<file path="src/oad_pkg.sv">
// Constants and types shared by the operand address decoder.
package oad_pkg;
  // Clocks per state time.
  localparam int STATE_CLKS = 2;
  // Boundary between on-chip RAM and SFR space for direct bytes.
  localparam logic [7:0] SFR_BASE = 8'h80;
  // First byte of the legacy bit-addressable RAM area.
  localparam logic [7:0] BIT_RAM_BASE = 8'h20;
  // Lowest RAM byte reachable by the extended bit form.
  localparam logic [7:0] EXT_BIT_LOW = 8'h20;
  // Region zero prefix of a linear address.
  localparam logic [7:0] REGION_ZERO = 8'h00;
  // Highest ordinary word and dword register indices.
  localparam logic [5:0] WORD_MAX = 6'h1e;
  localparam logic [5:0] DWORD_MAX = 6'h1c;
  // The two extra dword pointers above the ordinary range.
  localparam logic [5:0] DWORD_ALT0 = 6'h38;
  localparam logic [5:0] DWORD_ALT1 = 6'h3c;
  // Short immediate values by code.
  localparam logic [31:0] SHORT_ONE = 32'h0000_0001;
  localparam logic [31:0] SHORT_TWO = 32'h0000_0002;
  localparam logic [31:0] SHORT_FOUR = 32'h0000_0004;
  // Bit number field of the extended bit form.
  localparam int EXT_BIT_LSB = 8;

  // Operand notation presented with a request.
  typedef enum logic [4:0] {
    FORM_DIRECT_BYTE, FORM_DIRECT_WIDE, FORM_IMM8, FORM_IMMEDIATE_WORD,
    FORM_IMM_ZERO_EXT, FORM_IMM_ONE_EXT, FORM_SHORT, FORM_LEGACY_BIT,
    FORM_EXT_BIT, FORM_REL, FORM_BLOCK_JUMP, FORM_REGION_JUMP,
    FORM_LINEAR_JUMP, FORM_LEGACY_IND, FORM_BANK_BYTE, FORM_FILE_BYTE,
    FORM_WORD_REG, FORM_WORD_IND, FORM_WORD_IND_DISP, FORM_DWORD_REG,
    FORM_DWORD_IND, FORM_DWORD_IND_DISP
  } oad_form_t;

  // Space that the resolved operand lives in.
  typedef enum logic [2:0] {
    SP_NONE, SP_RAM, SP_SFR, SP_DATA, SP_CODE, SP_REG, SP_CONST
  } oad_space_t;

  // Access width.
  typedef enum logic [1:0] {W_BYTE, W_WORD, W_DWORD} oad_width_t;

  // Request from the execution pipeline.
  typedef struct packed {
    oad_form_t form;
    logic [23:0] field;
    logic [23:0] nextPc;
    logic [31:0] ptr;
    logic [1:0] bank;
    oad_width_t peerWidth;
  } oad_req_t;

  // Register selection from the register decoder.
  typedef struct packed {
    logic [5:0] idx;
    oad_width_t width;
    logic legal;
  } oad_rsel_t;

  // Resolved operand returned to the pipeline.
  typedef struct packed {
    oad_space_t space;
    logic [23:0] addr;
    logic [31:0] value;
    logic [2:0] bitPos;
    logic bitOp;
    logic [5:0] regIdx;
    oad_width_t width;
    logic illegal;
  } oad_res_t;
endpackage

</file>
<file path="src/oad_reg_decode.sv">
// Register operand index decoder for the operand address decoder.
`timescale 1ns/1ps
`default_nettype none
module oad_reg_decode
  import oad_pkg::*;
(
  input wire oad_form_t form,
  input wire logic [23:0] field,
  input wire logic [1:0] bank,
  output oad_rsel_t sel
);
  // Register number as coded in the low field bits.
  logic [5:0] num;
  assign num = field[5:0];

  // Pure decode; the top registers the result.
  always_comb
  begin
    sel = '{idx: 6'h00, width: W_BYTE, legal: 1'b1};
    unique case (form)
      FORM_LEGACY_IND:
      begin
        // Only R0 or R1 may act as the pointer.
        sel.idx = {5'h00, field[0]};
      end
      FORM_BANK_BYTE:
      begin
        // Bank picks the group of eight, field the member.
        sel.idx = {1'b0, bank, field[2:0]};
      end
      FORM_FILE_BYTE:
      begin
        sel.idx = {2'b00, field[3:0]};
      end
      FORM_WORD_REG, FORM_WORD_IND, FORM_WORD_IND_DISP:
      begin
        // An odd or out of range word register is refused.
        sel.idx = num;
        sel.width = W_WORD;
        sel.legal = !num[0] && (num <= WORD_MAX);
      end
      FORM_DWORD_REG, FORM_DWORD_IND, FORM_DWORD_IND_DISP:
      begin
        // Ordinary range must align to four byte registers.
        sel.idx = num;
        sel.width = W_DWORD;
        sel.legal = ((num[1:0] == 2'b00) && (num <= DWORD_MAX))
          || (num == DWORD_ALT0) || (num == DWORD_ALT1);
      end
      default:
      begin
        sel.legal = 1'b1;
      end
    endcase
  end
endmodule // oad_reg_decode
`default_nettype wire

</file>
<file path="src/oad_decoder.sv">
// Operand address decoder: resolves operand notations per state time.
`timescale 1ns/1ps
`default_nettype none
module oad_decoder
  import oad_pkg::*;
(
  input wire logic mclk,
  input wire logic rst_b,
  input wire logic ce,
  input wire logic reqValid,
  input wire oad_req_t req,
  output logic reqReady,
  output logic resValid,
  output oad_res_t res
);
  // Width of the state time counter.
  localparam int CNT_W = (STATE_CLKS > 2) ? $clog2(STATE_CLKS) : 1;

  // Sequencer states, one-hot.
  typedef enum logic [1:0] {
    ST_IDLE = 2'b01,
    ST_BUSY = 2'b10
  } oad_state_t;

  // Whole state of this module.
  typedef struct packed {
    oad_state_t st;
    logic [CNT_W-1:0] cnt;
    logic ready;
    logic done;
    oad_res_t res;
  } oad_ctx_t;

  // Registered state and its next value.
  oad_ctx_t s_q;
  oad_ctx_t s_d;
  // Register selection for the incoming request.
  oad_rsel_t rsel;
  // Operand resolved from the incoming request.
  oad_res_t dec;
  // Sign-extended forms of the low field bytes.
  logic [23:0] relExt;
  logic [23:0] dispExt;
  // Low byte of a direct or bit operand.
  logic [7:0] lowByte;

  // Register index decode lives in its own small module.
  oad_reg_decode u_regs (
    .form(req.form),
    .field(req.field),
    .bank(req.bank),
    .sel(rsel)
  );

  // Sign extension keeps backward reach without a subtractor.
  assign relExt = {{16{req.field[7]}}, req.field[7:0]};
  assign dispExt = {{8{req.field[15]}}, req.field[15:0]};
  assign lowByte = req.field[7:0];

  // Operand resolution for the request now on the port.
  always_comb
  begin
    dec = '0;
    dec.space = SP_NONE;
    dec.width = W_BYTE;
    dec.regIdx = rsel.idx;
    unique case (req.form)
      FORM_DIRECT_BYTE:
      begin
        // Upper half of the byte space is SFR space.
        dec.space = (lowByte < SFR_BASE) ? SP_RAM : SP_SFR;
        dec.addr = {16'h0000, lowByte};
        // Width taken from the other operand of the instruction.
        dec.width = req.peerWidth;
      end
      FORM_DIRECT_WIDE:
      begin
        // Only the first 64 Kbytes are reachable this way.
        dec.space = SP_DATA;
        dec.addr = {REGION_ZERO, req.field[15:0]};
        dec.width = req.peerWidth;
      end
      FORM_IMM8:
      begin
        dec.space = SP_CONST;
        dec.value = {24'h000000, lowByte};
      end
      FORM_IMMEDIATE_WORD:
      begin
        dec.space = SP_CONST;
        dec.value = {16'h0000, req.field[15:0]};
        dec.width = W_WORD;
      end
      FORM_IMM_ZERO_EXT:
      begin
        dec.space = SP_CONST;
        dec.value = {16'h0000, req.field[15:0]};
        dec.width = W_DWORD;
      end
      FORM_IMM_ONE_EXT:
      begin
        dec.space = SP_CONST;
        dec.value = {16'hffff, req.field[15:0]};
        dec.width = W_DWORD;
      end
      FORM_SHORT:
      begin
        // Code three has no meaning and is flagged.
        dec.space = SP_CONST;
        dec.width = req.peerWidth;
        unique case (req.field[1:0])
          2'b00: dec.value = SHORT_ONE;
          2'b01: dec.value = SHORT_TWO;
          2'b10: dec.value = SHORT_FOUR;
          2'b11: dec.illegal = 1'b1;
        endcase
      end
      FORM_LEGACY_BIT:
      begin
        dec.bitOp = 1'b1;
        dec.bitPos = lowByte[2:0];
        if (lowByte < SFR_BASE)
        begin
          // Sixteen RAM bytes hold the lower 128 bits.
          dec.space = SP_RAM;
          dec.addr = {16'h0000, BIT_RAM_BASE + {4'h0, lowByte[6:3]}};
        end
        else
        begin
          // Only SFRs on an eight-byte boundary are bit capable.
          dec.space = SP_SFR;
          dec.addr = {16'h0000, lowByte[7:3], 3'b000};
        end
      end
      FORM_EXT_BIT:
      begin
        // Bytes below the bit window cannot be bit addressed.
        dec.bitOp = 1'b1;
        dec.bitPos = req.field[EXT_BIT_LSB +: 3];
        dec.addr = {REGION_ZERO, 8'h00, lowByte};
        dec.space = (lowByte < SFR_BASE) ? SP_RAM : SP_SFR;
        dec.illegal = (lowByte < EXT_BIT_LOW);
      end
      FORM_REL:
      begin
        // Wraps modulo the 24-bit space like the program counter.
        dec.space = SP_CODE;
        dec.addr = req.nextPc + relExt;
      end
      FORM_BLOCK_JUMP:
      begin
        dec.space = SP_CODE;
        dec.addr = {req.nextPc[23:11], req.field[10:0]};
      end
      FORM_REGION_JUMP:
      begin
        dec.space = SP_CODE;
        dec.addr = {req.nextPc[23:16], req.field[15:0]};
      end
      FORM_LINEAR_JUMP:
      begin
        dec.space = SP_CODE;
        dec.addr = req.field;
      end
      FORM_LEGACY_IND:
      begin
        // Pointer byte comes from R0 or R1 read by the pipeline.
        dec.space = SP_RAM;
        dec.addr = {16'h0000, req.ptr[7:0]};
        dec.width = req.peerWidth;
      end
      FORM_BANK_BYTE, FORM_FILE_BYTE:
      begin
        dec.space = SP_REG;
      end
      FORM_WORD_REG:
      begin
        dec.space = SP_REG;
        dec.width = W_WORD;
        dec.illegal = !rsel.legal;
      end
      FORM_WORD_IND:
      begin
        // The same address serves a jump through the register.
        dec.space = SP_DATA;
        dec.addr = {REGION_ZERO, req.ptr[15:0]};
        dec.width = req.peerWidth;
        dec.illegal = !rsel.legal;
      end
      FORM_WORD_IND_DISP:
      begin
        // The sum wraps within region zero.
        dec.space = SP_DATA;
        dec.addr = {REGION_ZERO, req.ptr[15:0] + req.field[15:0]};
        dec.width = req.peerWidth;
        dec.illegal = !rsel.legal;
      end
      FORM_DWORD_REG:
      begin
        dec.space = SP_REG;
        dec.width = W_DWORD;
        dec.illegal = !rsel.legal;
      end
      FORM_DWORD_IND:
      begin
        dec.space = SP_DATA;
        dec.addr = req.ptr[23:0];
        dec.width = req.peerWidth;
        dec.illegal = !rsel.legal;
      end
      FORM_DWORD_IND_DISP:
      begin
        dec.space = SP_DATA;
        dec.addr = req.ptr[23:0] + dispExt;
        dec.width = req.peerWidth;
        dec.illegal = !rsel.legal;
      end
      default:
      begin
        // Unused form codes are reported, never guessed at.
        dec.illegal = 1'b1;
      end
    endcase
  end

  // Sequencer: a request occupies one full state time.
  always_comb
  begin
    s_d = s_q;
    s_d.done = 1'b0;
    unique case (s_q.st)
      ST_IDLE:
      begin
        if (reqValid)
        begin
          // Capture the result now; it is released at state end.
          s_d.res = dec;
          s_d.st = ST_BUSY;
          s_d.cnt = '0;
          s_d.ready = 1'b0;
        end
      end
      ST_BUSY:
      begin
        if (s_q.cnt == CNT_W'(STATE_CLKS - 2))
        begin
          s_d.done = 1'b1;
          s_d.st = ST_IDLE;
          s_d.ready = 1'b1;
        end
        else
        begin
          s_d.cnt = s_q.cnt + CNT_W'(1);
        end
      end
      default:
      begin
        // A corrupted one-hot code falls back to idle.
        s_d.st = ST_IDLE;
        s_d.ready = 1'b1;
      end
    endcase
  end

  // State register; the clock enable freezes everything.
  always_ff @(posedge mclk or negedge rst_b)
  begin
    if (!rst_b)
    begin
      s_q.st <= ST_IDLE;
      s_q.cnt <= '0;
      s_q.ready <= 1'b1;
      s_q.done <= 1'b0;
      s_q.res <= '0;
    end
    else if (ce)
    begin
      s_q <= s_d;
    end
  end

  // Outputs come straight from the state register.
  assign reqReady = s_q.ready;
  assign resValid = s_q.done;
  assign res = s_q.res;
endmodule // oad_decoder
`default_nettype wire

</file>
<file path="config.mk">
export PLATFORM = sky130hd
export DESIGN_NAME = oad_decoder
export DESIGN_NICKNAME = d
export VERILOG_FILES = /design/src/oad_pkg.sv /design/src/oad_reg_decode.sv /design/src/oad_decoder.sv
export SDC_FILE = /design/constraint.sdc
export NUM_CORES = 1
export LEC_CHECK = 0
export ABC_AREA = 0
export BUFFER_PORTS_ARGS = -buffer_cell sky130_fd_sc_hd__buf_2
export CAP_MARGIN = 25
export CORE_ASPECT_RATIO = 0.8
export CORE_MARGIN = 2
export CORE_UTILIZATION = 50
export DETAILED_ROUTE_END_ITERATION = 7
export PLACE_DENSITY = 0.76
export SYNTH_ARGS = -nofsm -noshare
export SYNTH_HDL_FRONTEND = slang
export SYNTH_HIERARCHICAL = 1
export SYNTH_SLANG_ARGS = --single-unit
</file>
<file path="constraint.sdc">
create_clock -name mclk -period 2.7 [get_ports mclk]
set_input_delay 0.135 -clock mclk [delete_from_list [all_inputs] [get_ports mclk]]
set_output_delay 0.135 -clock mclk [all_outputs]
set_load 0.01 [all_outputs]
</file>
---- Yosys cells after proc, flatten, opt, wreduce, memory -nomap -nowiden ----
Cells that the tools add are included.
storage, ports and cells
  register bits after elaboration ......... 77
  bits in latches ......................... 0
  memory bits (writable) .................. 0
  bits in read-only memories .............. 0
  input port bits ......................... 93
  output and inout port bits .............. 74
  memories ................................ 0
operators by class
  $add $sub $neg .......................... 5
  multiply operators ...................... 0
  divide/modulo/power cells ............... 0
  $lt $le $gt $ge ......................... 4
  equal/unequal tests ..................... 30
  shifts and indexed selects .............. 0
  multiplexer cells ....................... 20
  bitwise logic cells ..................... 0
  reduce and logical (&&, ||, !) cells .... 25
operators by type and width
  kind                                                            number
  one-hot mux 24 bit (12 select lines)                            1
  one-hot mux 32 bit (4 select lines)                             1
  adder 24 bit                                                    2
  == test 5 x 4 -> 1 bit, second input constant                   8
  == test 5 bit, second input constant                            6
  2-to-1 mux 26 bit                                               1
  one-hot mux 6 bit (4 select lines)                              1
  one-hot mux 3 bit (7 select lines)                              1
  == test 5 x 3 -> 1 bit, second input constant                   4
  adder 16 bit                                                    1
  OR reduction 14 bit                                             1
  == test 6 bit, second input constant                            2
  less-or-equal comparator 6 x 5 -> 1 bit, second input constant  2
  == test 5 x 2 -> 1 bit, second input constant                   2
  OR reduction 5 bit                                              2
  one-hot mux 3 bit (3 select lines)                              1
  AND reduction 3 bit                                             3
  OR reduction 3 bit                                              3
  less-than comparator 8 x 6 -> 1 bit, second input constant      1
  less-than comparator 8 bit, second input constant               1
  one-hot mux 4 bit (2 select lines)                              1
  OR reduction 4 bit                                              2
  OR reduction 8 bit                                              1
  adder 6 x 4 -> 7 bit, first input constant                      1
  other kinds (20)                                                35

---- Depth between registers and ports, before layout ----
  depth after elaboration ................. 7
  mapped depth ............................ 11

---- Modules after synthesis ----
The synthesis kept the hierarchy.
by module, submodules not included
  module          instances  cells an instance  area an instance (µm²)
  oad_decoder     1          801                6352.3
  oad_reg_decode  1          25                 176.4

---- Least setup slack after synthesis ----
OpenSTA, ideal clock, no wires.
  kind .................................... in2reg
  start point ............................. input port req[36] in the netlist's numbering
  end point ............................... register, netlist name res[57]
  setup time .............................. 0.121 ns
  data arrival time ....................... 2.015 ns
  data required time ...................... 2.579 ns
  setup slack ............................. 0.564 ns
  stages .................................. 11
  path buffers ............................ 0
  path through ............................ ha_1 inv_1 fa_1 nor2b_1 o31a_2 nor4_1 o31ai_1 a31oi_1 xor2_1 o211ai_1 a22o_1
on the way
  word-level cells in the longest chain between the ends .. 2
ends and longest elaborated chain
  item                                  RTL line            source
  from (decl)                           oad_decoder.sv:11   input wire oad_req_t req,
  adder 24 bit                          oad_decoder.sv:148  dec.addr = req.nextPc + relExt;
  one-hot mux 24 bit (12 select lines)  oad_decoder.sv:67   unique case (req.form)
Every way passes these cells.
A chain may end at the register's enable or synchronous reset.

---- Worst setup path in the final report ----
  start point ............................. input port req[60] in the netlist's numbering
  end point ............................... register, netlist name res[63]
on the way
  word-level cells in the longest chain between the ends .. 2
ends and longest elaborated chain
  item                                    RTL line
  adder 24 bit (on tied branches)         oad_decoder.sv:214, oad_decoder.sv:148
  one-hot mux 24 bit (12 select lines) *  oad_decoder.sv:67
Every way passes the cells marked *; elsewhere a longest branch is shown, timed or not.

==> results.yml <==
detailed_routing:
  ant_nets: 0
  firstDrtPassIters: 5
  wl_per_cell_um: 17.4
  drt-initial-drc-count: 771
  route.detailed.drc: 0
  vias: 6622
  drt_wl_total_um: 19300
  vias_per_cell: 5.98
cts:
  cts_htree_levels: 3
  cts_resized: 0
  clk-insertion-delay-late_ps: 330
  cts_tree: "built"
  cts_buffers: 9
  root_buffer: "clkbuf_16"
  cts_hold_buffers: 0
  cts_max_path_buffers: 2
  clk_pin_slew_ps: 60
  post_cts_buffers: 0
  cts_sinks: 61
place:
  portBuffers: 158
  dp_hpwl_um: 15000
  place_inst: 1092
  gp_congestion: 0.944
  post-place-ws_ps: 194
  placed_area_um2: 7130
layout:
  finalInstanceArea_um2: 7410
  nNetsFinal: 1069
  area_growth_pct: 13.6
  drive_gt1_frac: 0.251
  antennaDiodeCount: 0
  layoutNonFillerInstCount: 1108
  regArea_um2: 1530
  final_core_util: 0.580
  fill_cells: 1226
  multi_input_area_um2: 4240
power_and_ir_drop:
  powerDensity_nw_per_um2: 463
  power_leakage_nw: 3.61
  irDropWorstVdd_v: 0.000309
worst_setup_path:
  r2r-end: "res[67]"
  cp_max_fo: 3
  crit_top_cell: "a31oi_1"
  critical-path-max-stage-delay_ps: 400
  r2r_cells: 7
  cp.buffers_inverters: 3
  worstPathCellList: "buf_2 > ha_1 > inv_1 > fa_1 > nor2b_1 > o2111ai_1 > a31oi_1 > nor2_1 > a21oi_1 > buf_4 > xor2_1 > a22oi_1 > a31oi_1"
  r2r-start: "s_q[75]"
  path_class: "in -> reg"
  arrival_ps: 2470
  crit_family: "compound AO/OA/AOI/OAI gates"
  critPathRequiredTime_ps: 2950
  slowest_stage: "fa_1"
  critPathCaptureType: "flip-flop"
  rrSetupSlack_ps: 940
  startpoint_type: "primary input"
timing:
  fin_skew_ps: 6.82
  layout_setup_ws_ps: 482
  tightest_slew_ps: 789
  relSlewSlack: 0.474
  rsz0062_at_grt: "false"
  period_share: 0.821
  hold_violations: 41
  holdWs_ps: -19.6
  fmax_mhz: 451
  tns_ps: 0
  slew_viol_final: 0
  finalSetupViolCount: 0
  finalCriticalPeriod_ps: 2220
synthesis:
  synthCells: 825
  yosys_warnings: 6
  syn_area_per_cell_um2: 7.91
  syn_area_um2: 6520
  syn_nets: 966
floorplan:
  die_x_um: 132
  die_area_um2: 14000
  rows: 37
  pin_count: 167
  initial_core_util: 0.511
  die_h_um: 106
  coreArea_um2: 12800
run:
  maxCapViolCount: 0
hold_path:
  hp-class: "in -> async"
global_routing:
  grt_max_degree: 62
  antenna_found_initial: 0
  grt_pass1_wl_um: 31100
  grt_pass1_vias: 6023
  overflow: 0
  grt_use_total: 0.276
outcome:
  violations: "negative hold slack"
  status: "finished with violations"
## layout by cell type, fill, tap and decap left out, types with 5 or more instances in the layout
| master | count |
|---|---|
| buf_2 | 158 |
| nand2_1 | 101 |
| nor2_1 | 63 |
| a21oi_1 | 60 |
| dfrtp_1 | 59 |
| ha_1 | 46 |
| o21ai_0 | 41 |
| buf_4 | 36 |
| nand3_1 | 24 |
| inv_1 | 22 |
| a21o_1 | 22 |
| nor3_1 | 19 |
| a22oi_1 | 17 |
| a22o_1 | 17 |
| xor2_1 | 16 |
| o21a_1 | 15 |
| xnor2_1 | 15 |
| a31oi_1 | 13 |
| o211ai_1 | 13 |
| a222oi_1 | 11 |
| nor2b_1 | 10 |
| a221oi_1 | 10 |
| clkbuf_16 | 9 |
| a211oi_1 | 7 |
| and3_1 | 7 |
| nand4_1 | 6 |
| nand3b_1 | 6 |
| o31ai_1 | 6 |
| o21bai_1 | 5 |
| a21boi_0 | 5 |
| or2_2 | 5 |
## worst reg2reg max path, delay by kind of cell (launching register included)
family	cells	cell delay [ps]
flip-flops	1	550
AND/OR/NAND/NOR	3	440
AO/OA/AOI/OAI	3	360
buffers and inverters	1	300
## state kept, by name (all words and copies together), names as in the netlist
register and cells:
resValid 1, s_q 2, res 57, reqReady 1
## worst max path at each step
stage	slack (ps)	startpoint	end	depth (start not counted)
final	480	req[60]	res[63]	13
after global routing	270	req[36]	res[57]	12
after CTS	520	req[60]	res[57]	12
after detailed placement	190	req[4]	res[59]	12
after global placement	220	req[36]	res[57]	12
after floorplan	560	req[36]	res[57]	11
## layout make-up
cell class | count | area share
Sequential cell | 61 | 0.206
Inverter | 23 | 0.0116
Clock buffer | 9 | 0.0304
Clock inverter | 7 | 0.00692
Multi-Input combinational cell | 639 | 0.572
Tap cell | 175 | 0.0295
Timing Repair Buffer | 194 | 0.143
## metal layers
| layer | wire, µm | global-route usage | share of wire | vias up |
|---|---|---|---|---|
| met1 | 8900 | 0.408 | 0.46 | 3044 |
| li1 | - | - | - | 3214 |
| met2 | 8190 | 0.418 | 0.42 | 345 |
| met4 | 244 | 0.0575 | 0.013 | 0 |
| met5 | 0 | 0 | 0 | - |
| met3 | 1980 | 0.0529 | 0.10 | 19 |
## power breakdown
group / switching (mW) / total [mW] / internal [mW]
clock network: 0.464 / 1.09 / 0.624
registers: 0.0656 / 1.10 / 1.03
logic: 0.732 / 1.25 / 0.514
## metrics by stage
step                      power, mW  hold WS, ps
after global routing           3.62         45.6
final                          3.43        -19.6
after global placement         2.32          353
after CTS                      3.43         7.16
after floorplan                2.04         -161
after detailed placement       2.34          358
No activity file was read; power rests on OpenSTA's default activity.
